===== src/verilog/cdar_consts.vh =====
// constants of the cable diagnostic amplitude and general result register bank
`ifndef CDAR_CONSTS_VH
`define CDAR_CONSTS_VH

// ----------------------------------------------------------------
// register bus geometry
// ----------------------------------------------------------------
`define CDAR_ADDR_W          16
`define CDAR_DATA_W          16
`define CDAR_DATA_ZERO       16'h0000

// ----------------------------------------------------------------
// register offsets
// ----------------------------------------------------------------
`define CDAR_OFF_AMP3        16'h0187
`define CDAR_OFF_AMP4        16'h0188
`define CDAR_OFF_AMP5        16'h0189
`define CDAR_OFF_GEN         16'h018A
`define CDAR_OFF_IRQ_STAT    16'h01A0
`define CDAR_OFF_IRQ_MASK    16'h01A1
`define CDAR_OFF_INFO        16'h01A2

// ----------------------------------------------------------------
// amplitude field layout
// ----------------------------------------------------------------
`define CDAR_AMP_W           7
`define CDAR_PEAKS           5
`define CDAR_AMP_RST         7'h00

// ----------------------------------------------------------------
// general result field layout
// ----------------------------------------------------------------
`define CDAR_POL_RST         5'h00
`define CDAR_GEN_RSVD        2'h0

// ----------------------------------------------------------------
// interrupt status / mask layout
// ----------------------------------------------------------------
`define CDAR_IRQ_W           3
`define CDAR_IRQ_RST         3'h0
`define CDAR_IRQ_DONE        0
`define CDAR_IRQ_SHORT       1
`define CDAR_IRQ_OVFL        2
`define CDAR_IRQ_PAD_W       13
`define CDAR_INFO_PAD_W      14

`endif


===== src/verilog/cdar_results.v =====
// cable diagnostic amplitude, polarity and cross-detect result register bank
//
// Contract
// - bits 15 and 7 of each amplitude register read zero, writes ignored.
// - results are meaningful only once the diagnostic done flag reads one.
// - 0x0187 bits 14:8 hold receive-pair first peak amplitude.
// - 0x0187 bits 6:0 hold transmit-pair fifth peak amplitude.
// - 0x0188 holds receive-pair third (14:8) and second (6:0) amplitudes.
// - 0x0189 holds receive-pair fifth (14:8) and fourth (6:0) amplitudes.
// - general bits 15..11 give transmit-pair peak polarity five down to one.
// - general bits 10..6 give receive-pair peak polarity five down to one.
// - general bit 5 flags transmit-pair cross reflection, a pair short.
// - general bit 4 flags receive-pair cross reflection, a pair short.
// - bits 3 and 2 flag above five reflections; bits 1:0 read zero.
`include "cdar_consts.vh"

module cdar_results (
  // clock and reset
  input  wire                        ref_clk,
  input  wire                        sys_rst,
  // register port
  input  wire [`CDAR_ADDR_W-1:0]     reg_addr,
  input  wire [`CDAR_DATA_W-1:0]     reg_wdata,
  input  wire                        reg_wr,
  input  wire                        reg_rd,
  output reg  [`CDAR_DATA_W-1:0]     reg_rdata_ff,
  // reflectometry engine
  input  wire                        tdr_run_start,
  input  wire                        tdr_run_done,
  input  wire [`CDAR_AMP_W-1:0]      tdr_tx_amp5,
  input  wire [`CDAR_PEAKS*`CDAR_AMP_W-1:0] tdr_rx_amp,
  input  wire [`CDAR_PEAKS-1:0]      tdr_tx_pol,
  input  wire [`CDAR_PEAKS-1:0]      tdr_rx_pol,
  input  wire                        tdr_tx_cross,
  input  wire                        tdr_rx_cross,
  input  wire                        tdr_tx_above5,
  input  wire                        tdr_rx_above5,
  // status
  output reg                         results_valid_ff,
  output reg                         irq_ff
);

  // ----------------------------------------------------------------
  // declarations
  // ----------------------------------------------------------------
  reg  [`CDAR_AMP_W-1:0]   tx_amp5_ff;
  reg  [`CDAR_PEAKS-1:0]   tx_pol_ff;
  reg  [`CDAR_PEAKS-1:0]   rx_pol_ff;
  reg                      tx_cross_ff;
  reg                      rx_cross_ff;
  reg                      tx_above_ff;
  reg                      rx_above_ff;
  reg                      busy_ff;
  reg  [`CDAR_IRQ_W-1:0]   irq_stat_ff;
  reg  [`CDAR_IRQ_W-1:0]   irq_mask_ff;
  wire [`CDAR_PEAKS*`CDAR_AMP_W-1:0] rx_amp_q;
  wire                     load_res;
  wire                     clr_res;
  wire [`CDAR_IRQ_W-1:0]   irq_evt;
  wire [`CDAR_IRQ_W-1:0]   irq_w1c;
  wire [`CDAR_IRQ_W-1:0]   nxt_irq_stat;
  reg  [`CDAR_DATA_W-1:0]  nxt_rdata;

  // ----------------------------------------------------------------
  // run sequencing
  // ----------------------------------------------------------------
  // a completing run beats a start seen in the same cycle
  assign load_res = tdr_run_done;
  assign clr_res  = tdr_run_start & ~tdr_run_done;

  always @(posedge ref_clk)
  begin
    if (sys_rst)
    begin
      busy_ff <= 1'b0;
    end
    else if (load_res)
    begin
      busy_ff <= 1'b0;
    end
    else if (clr_res)
    begin
      busy_ff <= 1'b1;
    end
  end

  always @(posedge ref_clk)
  begin
    if (sys_rst)
    begin
      results_valid_ff <= 1'b0;
    end
    else if (load_res)
    begin
      results_valid_ff <= 1'b1;
    end
    else if (clr_res)
    begin
      results_valid_ff <= 1'b0;
    end
  end

  // ----------------------------------------------------------------
  // receive-pair amplitude capture, one entry per peak
  // ----------------------------------------------------------------
  genvar gi;
  generate
    for (gi = 0; gi < `CDAR_PEAKS; gi = gi + 1)
    begin : g_rx
      reg [`CDAR_AMP_W-1:0] amp_ff;
      always @(posedge ref_clk)
      begin
        if (sys_rst)
        begin
          amp_ff <= `CDAR_AMP_RST;
        end
        else if (load_res)
        begin
          amp_ff <= tdr_rx_amp[gi*`CDAR_AMP_W +: `CDAR_AMP_W];
        end
        else if (clr_res)
        begin
          amp_ff <= `CDAR_AMP_RST;
        end
      end
      assign rx_amp_q[gi*`CDAR_AMP_W +: `CDAR_AMP_W] = amp_ff;
    end
  endgenerate

  // ----------------------------------------------------------------
  // transmit amplitude, polarity and flag capture
  // ----------------------------------------------------------------
  // joint result load
  always @(posedge ref_clk)
  begin
    if (sys_rst)
    begin
      tx_amp5_ff  <= `CDAR_AMP_RST;
      tx_pol_ff   <= `CDAR_POL_RST;
      rx_pol_ff   <= `CDAR_POL_RST;
      tx_cross_ff <= 1'b0;
      rx_cross_ff <= 1'b0;
      tx_above_ff <= 1'b0;
      rx_above_ff <= 1'b0;
    end
    else if (load_res)
    begin
      tx_amp5_ff  <= tdr_tx_amp5;
      tx_pol_ff   <= tdr_tx_pol;
      rx_pol_ff   <= tdr_rx_pol;
      tx_cross_ff <= tdr_tx_cross;
      rx_cross_ff <= tdr_rx_cross;
      tx_above_ff <= tdr_tx_above5;
      rx_above_ff <= tdr_rx_above5;
    end
    else if (clr_res)
    begin
      tx_amp5_ff  <= `CDAR_AMP_RST;
      tx_pol_ff   <= `CDAR_POL_RST;
      rx_pol_ff   <= `CDAR_POL_RST;
      tx_cross_ff <= 1'b0;
      rx_cross_ff <= 1'b0;
      tx_above_ff <= 1'b0;
      rx_above_ff <= 1'b0;
    end
  end

  // ----------------------------------------------------------------
  // interrupt status and mask
  // ----------------------------------------------------------------
  assign irq_evt[`CDAR_IRQ_DONE]  = load_res;
  assign irq_evt[`CDAR_IRQ_SHORT] = load_res & (tdr_tx_cross | tdr_rx_cross);
  assign irq_evt[`CDAR_IRQ_OVFL]  = load_res & (tdr_tx_above5 | tdr_rx_above5);

  assign irq_w1c = (reg_wr && (reg_addr == `CDAR_OFF_IRQ_STAT)) ?
                   reg_wdata[`CDAR_IRQ_W-1:0] : `CDAR_IRQ_RST;

  // new events win over a clear in the same cycle
  assign nxt_irq_stat = (irq_stat_ff & ~irq_w1c) | irq_evt;

  always @(posedge ref_clk)
  begin
    if (sys_rst)
    begin
      irq_stat_ff <= `CDAR_IRQ_RST;
      irq_mask_ff <= `CDAR_IRQ_RST;
      irq_ff      <= 1'b0;
    end
    else
    begin
      irq_stat_ff <= nxt_irq_stat;
      if (reg_wr && (reg_addr == `CDAR_OFF_IRQ_MASK))
      begin
        irq_mask_ff <= reg_wdata[`CDAR_IRQ_W-1:0];
      end
      irq_ff <= |(irq_stat_ff & irq_mask_ff);
    end
  end

  // ----------------------------------------------------------------
  // read decode; result registers ignore every write
  // ----------------------------------------------------------------
  always @*
  begin
    nxt_rdata = `CDAR_DATA_ZERO;
    if (reg_rd)
    begin
      case (reg_addr)
        `CDAR_OFF_AMP3:
          nxt_rdata = {1'b0, rx_amp_q[0*`CDAR_AMP_W +: `CDAR_AMP_W],
                       1'b0, tx_amp5_ff};
        `CDAR_OFF_AMP4:
          nxt_rdata = {1'b0, rx_amp_q[2*`CDAR_AMP_W +: `CDAR_AMP_W],
                       1'b0, rx_amp_q[1*`CDAR_AMP_W +: `CDAR_AMP_W]};
        `CDAR_OFF_AMP5:
          nxt_rdata = {1'b0, rx_amp_q[4*`CDAR_AMP_W +: `CDAR_AMP_W],
                       1'b0, rx_amp_q[3*`CDAR_AMP_W +: `CDAR_AMP_W]};
        `CDAR_OFF_GEN:
          nxt_rdata = {tx_pol_ff, rx_pol_ff, tx_cross_ff, rx_cross_ff,
                       tx_above_ff, rx_above_ff, `CDAR_GEN_RSVD};
        `CDAR_OFF_IRQ_STAT:
          nxt_rdata = {{`CDAR_IRQ_PAD_W{1'b0}}, irq_stat_ff};
        `CDAR_OFF_IRQ_MASK:
          nxt_rdata = {{`CDAR_IRQ_PAD_W{1'b0}}, irq_mask_ff};
        `CDAR_OFF_INFO:
          nxt_rdata = {{`CDAR_INFO_PAD_W{1'b0}}, busy_ff, results_valid_ff};
        default:
          nxt_rdata = `CDAR_DATA_ZERO;
      endcase
    end
  end

  // read data stands only in the cycle after the strobe
  always @(posedge ref_clk)
  begin
    if (sys_rst)
    begin
      reg_rdata_ff <= `CDAR_DATA_ZERO;
    end
    else
    begin
      reg_rdata_ff <= nxt_rdata;
    end
  end

endmodule // cdar_results


===== config.mk =====
export PLATFORM = sky130hd
export DESIGN_NAME = cdar_results
export DESIGN_NICKNAME = d
export VERILOG_FILES = /design/src/verilog/cdar_results.v
export VERILOG_INCLUDE_DIRS = /design/src /design/src/verilog
export SDC_FILE = /design/constraint.sdc
export NUM_CORES = 1
export LEC_CHECK = 0
export BUFFER_PORTS_ARGS = -buffer_cell sky130_fd_sc_hd__buf_2
export CORE_MARGIN = 2
export CORE_UTILIZATION = 30
export CTS_CLUSTER_SIZE = 28
export DETAILED_ROUTE_END_ITERATION = 10
export SLEW_MARGIN = 30
export SYNTH_ARGS = -nofsm -noshare
export SYNTH_HDL_FRONTEND = slang
export SYNTH_SLANG_ARGS = --single-unit
export TNS_END_PERCENT = 50

===== constraint.sdc =====
create_clock -name ref_clk -period 3.5 [get_ports ref_clk]
set_clock_uncertainty 0.2 [all_clocks]
set_input_delay 0.175 -clock ref_clk [delete_from_list [all_inputs] [get_ports ref_clk]]
set_output_delay 0.175 -clock ref_clk [all_outputs]
set_load 0.01 [all_outputs]

==> results of run 1 <==
[worst max path at each step]
stage,startpoint,end,cells past startpoint
6_report,tdr_run_start,g_rx[0].amp_ff[6]$_SDFFE_PP0P_,7
5_1_grt,tdr_run_start,g_rx[0].amp_ff[6]$_SDFFE_PP0P_,7
4_1_cts,tdr_run_start,g_rx[0].amp_ff[6]$_SDFFE_PP0P_,7
3_5_place_dp,reg_addr[9],reg_rdata_ff[0]$_SDFF_PP0_,5
3_3_place_gp,reg_addr[9],reg_rdata_ff[0]$_SDFF_PP0_,5
2_1_floorplan,reg_addr[9],irq_stat_ff[0]$_SDFF_PP0_,5
[final cells by class]
class | count | area [um2] | area share
Multi-Input combinational cell | 283 | 1780 | 0.352
Inverter | 2 | 7.51 | 0.00149
Clock inverter | 2 | 35.0 | 0.00695
Clock buffer | 14 | 274 | 0.0544
Sequential cell | 81 | 1620 | 0.322
Timing Repair Buffer | 165 | 1140 | 0.227
Tap cell | 147 | 184 | 0.0365
[synthesized netlist by cell type, types with 3 or more instances]
master,number
nand2b_1,8
a32oi_1,3
nor2_1,62
mux2i_1,5
mux2_2,13
a21oi_2,10
a22oi_1,12
nor2b_1,3
a21oi_1,63
dfxtp_1,81
clkbuf_8,3
nor4_4,3
o41ai_1,3
clkbuf_1,26
and3_1,57
buf_6,6
nand2_1,13
[power groups by stage]
| stage | Sequential [mW] | Clock, mW | Combinational [mW] |
|---|---|---|---|
| 3_3_place_gp | 0.993 | 0 | 0.180 |
| 5_1_grt | 0.978 | 1.04 | 0.263 |
| 2_1_floorplan | 0.988 | 0 | 0.111 |
| 6_report | 0.975 | 0.973 | 0.239 |
| 4_1_cts | 0.974 | 0.998 | 0.239 |
| 3_5_place_dp | 0.995 | 0 | 0.185 |
[through the flow]
| step | instance area [um2] | util | instances | setup WS (ns) |
|---|---|---|---|---|
| after floorplan | 3610 | - | 403 | 1.63 |
| after global placement | 4120 | 0.347 | 618 | 1.00 |
| after detailed placement | 4130 | 0.348 | 618 | 1.21 |
| after CTS | 5040 | 0.425 | 694 | 1.39 |
| after global routing | 5040 | 0.425 | 694 | 1.21 |
| final | 5040 | 0.425 | 694 | 1.38 |
[sequential cells by signal (all words and copies together), names as in the netlist, 3 cells and up]
name and cells:
g_rx.amp_ff 35, irq_mask_ff 3, tx_amp5_ff 7, irq_stat_ff 3, reg_rdata_ff 16, rx_pol_ff 5, tx_pol_ff 5
[placed cells by master, fill, tap and decap left out, types with 2 or more instances in the layout]
cell type and n:
a21oi_1 63, a21oi_2 10, a222oi_1 2, a22oi_1 12
a32oi_1 3, and3_1 57, and4_2 2, buf_2 98
buf_4 7, clkbuf_1 2, clkbuf_16 9, clkbuf_8 3
dfxtp_1 81, dlygate4sd3_1 60, mux2_2 13, mux2i_1 5
nand2_1 13, nand2b_1 8, nor2_1 62, nor2b_1 3
nor4_1 2, nor4_4 3, o21ai_0 2, o2bb2ai_1 2
o41ai_1 3, or4b_1 2
[worst min-delay path, cell delays in order]
cell and delay (ns):
buf_2 0.09, nor2b_1 0.09, and4_2 0.24
[kinds of logic after synthesis]
group,synth area share
compound gates,0.174
mux,0.0544
buf+inv,0.0620
simple gates,0.260
flops,0.449
[layer usage]
| metal | track usage | share of wire | vias to the layer above |
|---|---|---|---|
| met1 | 0.217 | 0.45 | 1603 |
| met5 | 0 | 0 | - |
| li1 | - | - | 1713 |
| met4 | 0.106 | 0.036 | 0 |
| met2 | 0.284 | 0.47 | 100 |
| met3 | 0.0255 | 0.042 | 25 |
[timing repair]
action | in CTS | in global routing
resized for setup | 0 | 0
endpoints found under the hold margin | 62 | 0
hold buffers | 60 | 0
==> impl_results.md, run 1 <==
- Hold EP: reg_rdata_ff[15]$_SDFF_PP0_
- Layout cells sized above 1: 0.285
- Per-cell routed wire length: 16.0 um
- Total Power: 2.19 mW
- Reg2reg start: tx_pol_ff[1]$_SDFFE_PP0P_
- RSZ-0062 raised after global routing: false
- # rows: 40
- Post-Synthesis Cells: 403
- Relative slew slack: 0.510
- Worst hold slack: 0.104 ns
- Worst Setup Path Type: input pin to register
- Buf+Inv Stages, Crit Path: 4
- Tot GR Track Use: 0.174
- Post-synth EDFFs: 0
- Clock transition at path regs: 0.06 ns
- Total wire length: 11100 um
- Max Slew Vio Count: 0
- Cell area power density: 434 mW/mm2
- R2R depth: 3
- Initial core utilization: 0.304
- Dpl hpwl: 6950 um
- Die H: 114 um
- Critical-path cell list: dlygate4sd3_1 > buf_2 > inv_1 > buf_4 > and3_1 > a21oi_1 > nor2_1
- Max stage delay cell, worst path: dlygate4sd3_1
- Number of setup buffers added after CTS: 0
- CTS Buffer Depth: 2
- Post-synth top area share: 0.449
- Nets: 636
- First-pass GRT wire length: 17600 um
- Pin slew with the least headroom to its limit: 0.735 ns
- Clk Latency, worst-skew pair: 0.34 ns
- Final setup fails: 0
- DRT iter0 DRCs: 254
- Synth warn: 0
- R2R setup slack: 2.23 ns
- Cell internal pwr: 1.69 mW
- Top cells by area, synth: dfxtp_1 45%, and3_1 9.9%, a21oi_1 8.7%, nor2_1 6.4%, mux2_2 4.1%
- CP max stage delay: 0.53 ns
- Post-synth ARST share: 0
- WP data arrival: 2.19 ns
- Gate power share: 0.109
- Cell area after synthesis: 0.00361 mm2
- Vias: 3441
- Die area: 0.0129 mm2
- Worst-path maximum fanout: 32
- Synth Register Bits: 81
- Sw Share: 0.226
- Core area: 0.0119 mm2
- Area Growth Syn to Fin: 39.7%
- Filler cells: 1187
- CP Capture Type: register
- Status: finished, final reports clean
- Post-DRT Antenna Nets: 0
- Drt pass-1 iters: 4
- Clock share of power: 0.445
- Flop pwr share: 0.446
- IO Port Bufs: 98
- Cell taking the most area after synthesis: dfxtp_1
- Max Clk Rate: 0.472 GHz
- Hold Crit Start: sys_rst
- Num Clock Sinks: 81
- Synth cell types: 41
- Min Clock Period, post-route: 2.12 ns
- Vias in the first global route: 3518
- CP Data Required Time: 3.56 ns
- Die X: 114 um
- GRT overflow: 0
- Register area share after synthesis: 0.449
- GPL Wtd Cong: 0.821
- Syn Area/Cell: 8.96 um2
- TritonCTS clock tree: yes
- Worst Hold Class: input pin to register
- Static leakage: 2.26 nW
- Vias per inst: 4.96
- Final hold viol count: 0
- Clock buffer count from CTS: 9
- Switching pwr: 0.495 mW
- Crit share post-route: 0.606
- Largest net degree at the start of global routing: 69
- Final TNS setup: 0 ns
- Crit path max-delay family: buffers and inverters
- Ant. Diodes: 0
- Initial antenna violation count: 0
- Max cap viols: 0
- Reg2Reg Capture Point: reg_rdata_ff[12]$_SDFF_PP0_
- Main synth FF type: dfxtp_1
- Worst VDD drop: 0.000213 V
- H-Tree Depth: 3
- Setup crit start kind: input pin
- DR DRC count: 0
- Worst Hold Depth: 3
- Root buffer cell: clkbuf_16
- Num ports: 112
- Mapped Nets: 497
Power figures use the tool's default switching activity.
==> run 2, diff against run 1 <==
--- a/config.mk
+++ b/config.mk
@@ -6,6 +6,7 @@
 export SDC_FILE = /design/constraint.sdc
 export NUM_CORES = 1
 export LEC_CHECK = 0
+export ABC_AREA = 1
 export BUFFER_PORTS_ARGS = -buffer_cell sky130_fd_sc_hd__buf_2
 export CORE_MARGIN = 2
 export CORE_UTILIZATION = 30
==> constraint.sdc (replaced) <==
create_clock -name ref_clk -period 2 [get_ports ref_clk]
set_clock_uncertainty 0.2 [all_clocks]
set_input_delay 0.1 -clock ref_clk [delete_from_list [all_inputs] [get_ports ref_clk]]
set_output_delay 0.1 -clock ref_clk [all_outputs]
set_load 0.01 [all_outputs]
==> run 2 against run 1 <==
Net effect: global-route usage down 0.63 points; die area fell by 5.9%; synthesized cell count is 22% higher; sequential cell count is the same; wire length fell by 12%; sequential power increased by 75%; final cell count up 14%; largest cell class is now registers.
==> impl_results.md, run 2 <==
- Status: finished, final reports clean (unchanged)
- Post-synth EDFFs: 0 (unchanged)
- Initial antenna violation count: 0 (unchanged)
- Ant. Diodes: 0 (unchanged)
- Layout cells sized above 1: 0.220 (was 0.285)
- Max reg flops: 35 (unchanged)
- CP max stage delay: 0.57 ns (was 0.53 ns)
- WP data arrival: 1.63 ns (was 2.19 ns)
- Top cells by area, synth: dfxtp_1 48%, nand2_1 23%, a21oi_1 8.9%, nor2_1 5.2%, nand3_1 3.7% (was dfxtp_1 45%, and3_1 9.9%, a21oi_1 8.7%, nor2_1 6.4%, mux2_2 4.1%)
- Worst hold slack: 0.0441 ns (was 0.104 ns)
- Vias per inst: 4.49 (was 4.96)
- DRT iter0 DRCs: 158 (was 254)
- Num Clock Sinks: 81 (unchanged)
- Commonest non-fill, non-tap cells in the layout: 210 x nand2_1, 98 x buf_2, 81 x dfxtp_1, 64 x dlygate4sd3_1, 60 x a21oi_1 (was 98 x buf_2, 81 x dfxtp_1, 63 x a21oi_1, 62 x nor2_1, 60 x dlygate4sd3_1)
- Largest registers: g_rx.amp_ff (35), reg_rdata_ff (16), tx_amp5_ff (7) (unchanged)
- GRT overflow: 0 (unchanged)
- Final TNS setup: 0 ns (unchanged)
- Placed Cells: 710 (was 618)
- Total wire length: 9760 um (was 11100 um)
- Resized cells post-CTS: 0 (unchanged)
- Most common cell after layout, fill and taps aside: nand2_1 (was buf_2)
- Crit share post-route: 0.802
- Top-count cell post-synth: nand2_1 (was dfxtp_1)
- IO Port Bufs: 98 (unchanged)
- Die area: 0.0122 mm2 (was 0.0129 mm2)
- Synth warn: 0 (unchanged)
- Cell area power density: 751 mW/mm2 (was 434 mW/mm2)
- TritonCTS clock tree: yes (unchanged)
- # rows: 38 (was 40)
- First-pass GRT wire length: 15600 um (was 17600 um)
- Post-synth top area share: 0.479 (was 0.449)
- Initial core utilization: 0.310 (was 0.304)
- Min Clock Period, post-route: 1.60 ns
- Drt pass-1 iters: 4 (unchanged)
- Vias in the first global route: 3362 (was 3518)
- Syn Area/Cell: 6.90 um2 (was 8.96 um2)
- Synth Register Bits: 81 (unchanged)
- Reg2reg start: g_rx[1].amp_ff[0]$_SDFFE_PP0P_ (was tx_pol_ff[1]$_SDFFE_PP0P_)
- Worst VDD drop: 0.000377 V (was 0.000213 V)
- Cell area after synthesis: 0.00339 mm2 (was 0.00361 mm2)
- Max stage delay cell, worst path: dlygate4sd3_1 (unchanged)
- Crit path max-delay family: simple AND/OR/NAND/NOR gates (was buffers and inverters)
- Max Slew Vio Count: 0 (unchanged)
- GPL Wtd Cong: 0.830 (was 0.821)
- Register area share after synthesis: 0.479 (was 0.449)
- CTS Buffer Depth: 2 (unchanged)
- Setup crit start kind: input pin (unchanged)
- Clock transition at path regs: 0.06 ns (about the same)
- Die H: 110 um (was 114 um)
- Post-synth ARST share: 0 (unchanged)
- Final hold viol count: 0 (unchanged)
- R2R depth: 4 (was 3)
- Post-Synthesis Cells: 491 (was 403)
- Num ports: 112 (unchanged)
- Critical-path cell list: buf_2 > nor2_1 > nand2_1 > nor2_4 > nand2_1 > nor3_1 > dlygate4sd3_1 > nor2_1 (was dlygate4sd3_1 > buf_2 > inv_1 > buf_4 > and3_1 > a21oi_1 > nor2_1)
- Worst Setup Path Type: input pin to register (unchanged)
- Synth cell types: 19 (was 41)
- Finished Layout Cells: 790 (was 694)
- Buf+Inv Stages, Crit Path: 2 (was 4)
- H-Tree Depth: 3 (unchanged)
- Vias: 3546 (was 3441)
- Tot GR Track Use: 0.168 (was 0.174)
- Number of setup buffers added after CTS: 0 (unchanged)
- Per-cell routed wire length: 12.4 um (was 16.0 um)
- Relative slew slack: 0.570 (was 0.510)
- Hold Crit Start: tdr_run_done (was sys_rst)
- Cts hold-fix bufs: 64 (was 60)
- Area Growth Syn to Fin: 45.2% (was 39.7%)
- Static leakage: 2.24 nW (was 2.26 nW)
- CP Data Required Time: 2.02 ns (was 3.56 ns)
- Nets: 739 (was 636)
- Reg2Reg Capture Point: reg_rdata_ff[0]$_SDFF_PP0_ (was reg_rdata_ff[12]$_SDFF_PP0_)
- R2R setup slack: 0.98 ns (was 2.23 ns)
- Post-DRT Antenna Nets: 0 (unchanged)
- Max Clk Rate: 0.623 GHz
- CP Capture Type: register (unchanged)
- Root buffer cell: clkbuf_16 (unchanged)
- Main synth FF type: dfxtp_1 (unchanged)
- Mapped Nets: 585 (was 497)
- Max cap viols: 0 (unchanged)
- Worst Hold Class: input pin to register (unchanged)
- Clk Latency, worst-skew pair: 0.32 ns (was 0.34 ns)
- DR DRC count: 0 (unchanged)
- Core area: 0.0109 mm2 (was 0.0119 mm2)
- Clock buffer count from CTS: 9 (unchanged)
- Total Power: 3.70 mW (was 2.19 mW)
- Pin slew with the least headroom to its limit: 0.645 ns (was 0.735 ns)
- Largest net degree at the start of global routing: 62 (was 69)
- Dpl hpwl: 6560 um (was 6950 um)
- Largest Register: g_rx.amp_ff (unchanged)
- Final setup fails: 0 (unchanged)
- RSZ-0062 raised after global routing: false (unchanged)
- Cell taking the most area after synthesis: dfxtp_1 (unchanged)
- Worst Hold Depth: 3 (unchanged)
- Hold EP: g_rx[1].amp_ff[5]$_SDFFE_PP0P_ (was reg_rdata_ff[15]$_SDFF_PP0_)
- Post-synth top cells: 210 x nand2_1, 81 x dfxtp_1, 60 x a21oi_1 (was 81 x dfxtp_1, 63 x a21oi_1, 62 x nor2_1)
- Die X: 110 um (was 114 um)
- Worst-path maximum fanout: 12 (was 32)
run 2: cell count changes after synthesis, moves of 6 or more:
cell / before / now
nand2b_1: 8 / 0
nor2_2: 0 / 7
inv_1: 2 / 9
clkbuf_1: 26 / 16
inv_2: 0 / 6
nand2_1: 13 / 210
nand3_1: 1 / 25
a22oi_1: 12 / 0
and3_1: 57 / 0
mux2_2: 13 / 0
a21oi_2: 10 / 0
nor2_1: 62 / 47
run 2: layout make-up:
| class | instances | area, um2 |
|---|---|---|
| multi-input cells | 368 | 1580 |
| repair buffers | 170 | 1190 |
| well taps | 140 | 175 |
| inverters | 15 | 56.3 |
| flip-flops and latches | 81 | 1620 |
| clock buffers | 11 | 243 |
| clock inverters | 5 | 55.1 |
| fillers | 1130 | 6010 |
run 2: how the worst max path moves through the flow:
stage	startpoint	end	slack, ns	cells after the start
after floorplan	reg_addr[15]	irq_stat_ff[0]$_SDFF_PP0_	0.74	9
after global placement	reg_addr[15]	reg_rdata_ff[13]$_SDFF_PP0_	0.38	10
after detailed placement	reg_addr[15]	reg_rdata_ff[13]$_SDFF_PP0_	0.33	10
after CTS	reg_addr[15]	irq_mask_ff[2]$_SDFFE_PP0P_	0.44	8
after global routing	reg_addr[2]	irq_mask_ff[2]$_SDFFE_PP0P_	0.23	8
final	reg_addr[13]	irq_mask_ff[0]$_SDFFE_PP0P_	0.40	8
run 2: stage by stage:
stage                      util  setup slack (ns)  cell area [um2]
after floorplan               -             0.744             3390
after global placement    0.364             0.382             3980
after detailed placement  0.364             0.329             3980
after CTS                 0.450             0.444             4920
after global routing      0.450             0.233             4920
final                     0.450             0.396             4920
run 2: report_power, final:
| group | internal, mW | switching, mW |
|---|---|---|
| combinational | 0.187 | 0.167 |
| clock | 0.997 | 0.637 |
| sequential | 1.67 | 0.0335 |
| total | 2.86 | 0.838 |
run 2: cells by family after synthesis:
| group | synth area share |
|---|---|
| simple gates | 0.368 |
| compound gates | 0.0960 |
| flops | 0.479 |
| buf+inv | 0.0576 |
run 2: per-layer routing:
metal,GRT usage,wire (um)
met5,0,0
met4,0.0652,133
met3,0.0229,408
met2,0.268,4440
met1,0.229,4780
run 2: worst reg2reg max path: cells and delay by family, from the launching register on:
family,cells,cell delay [ns]
simple gates,4,0.38
flops,1,0.32
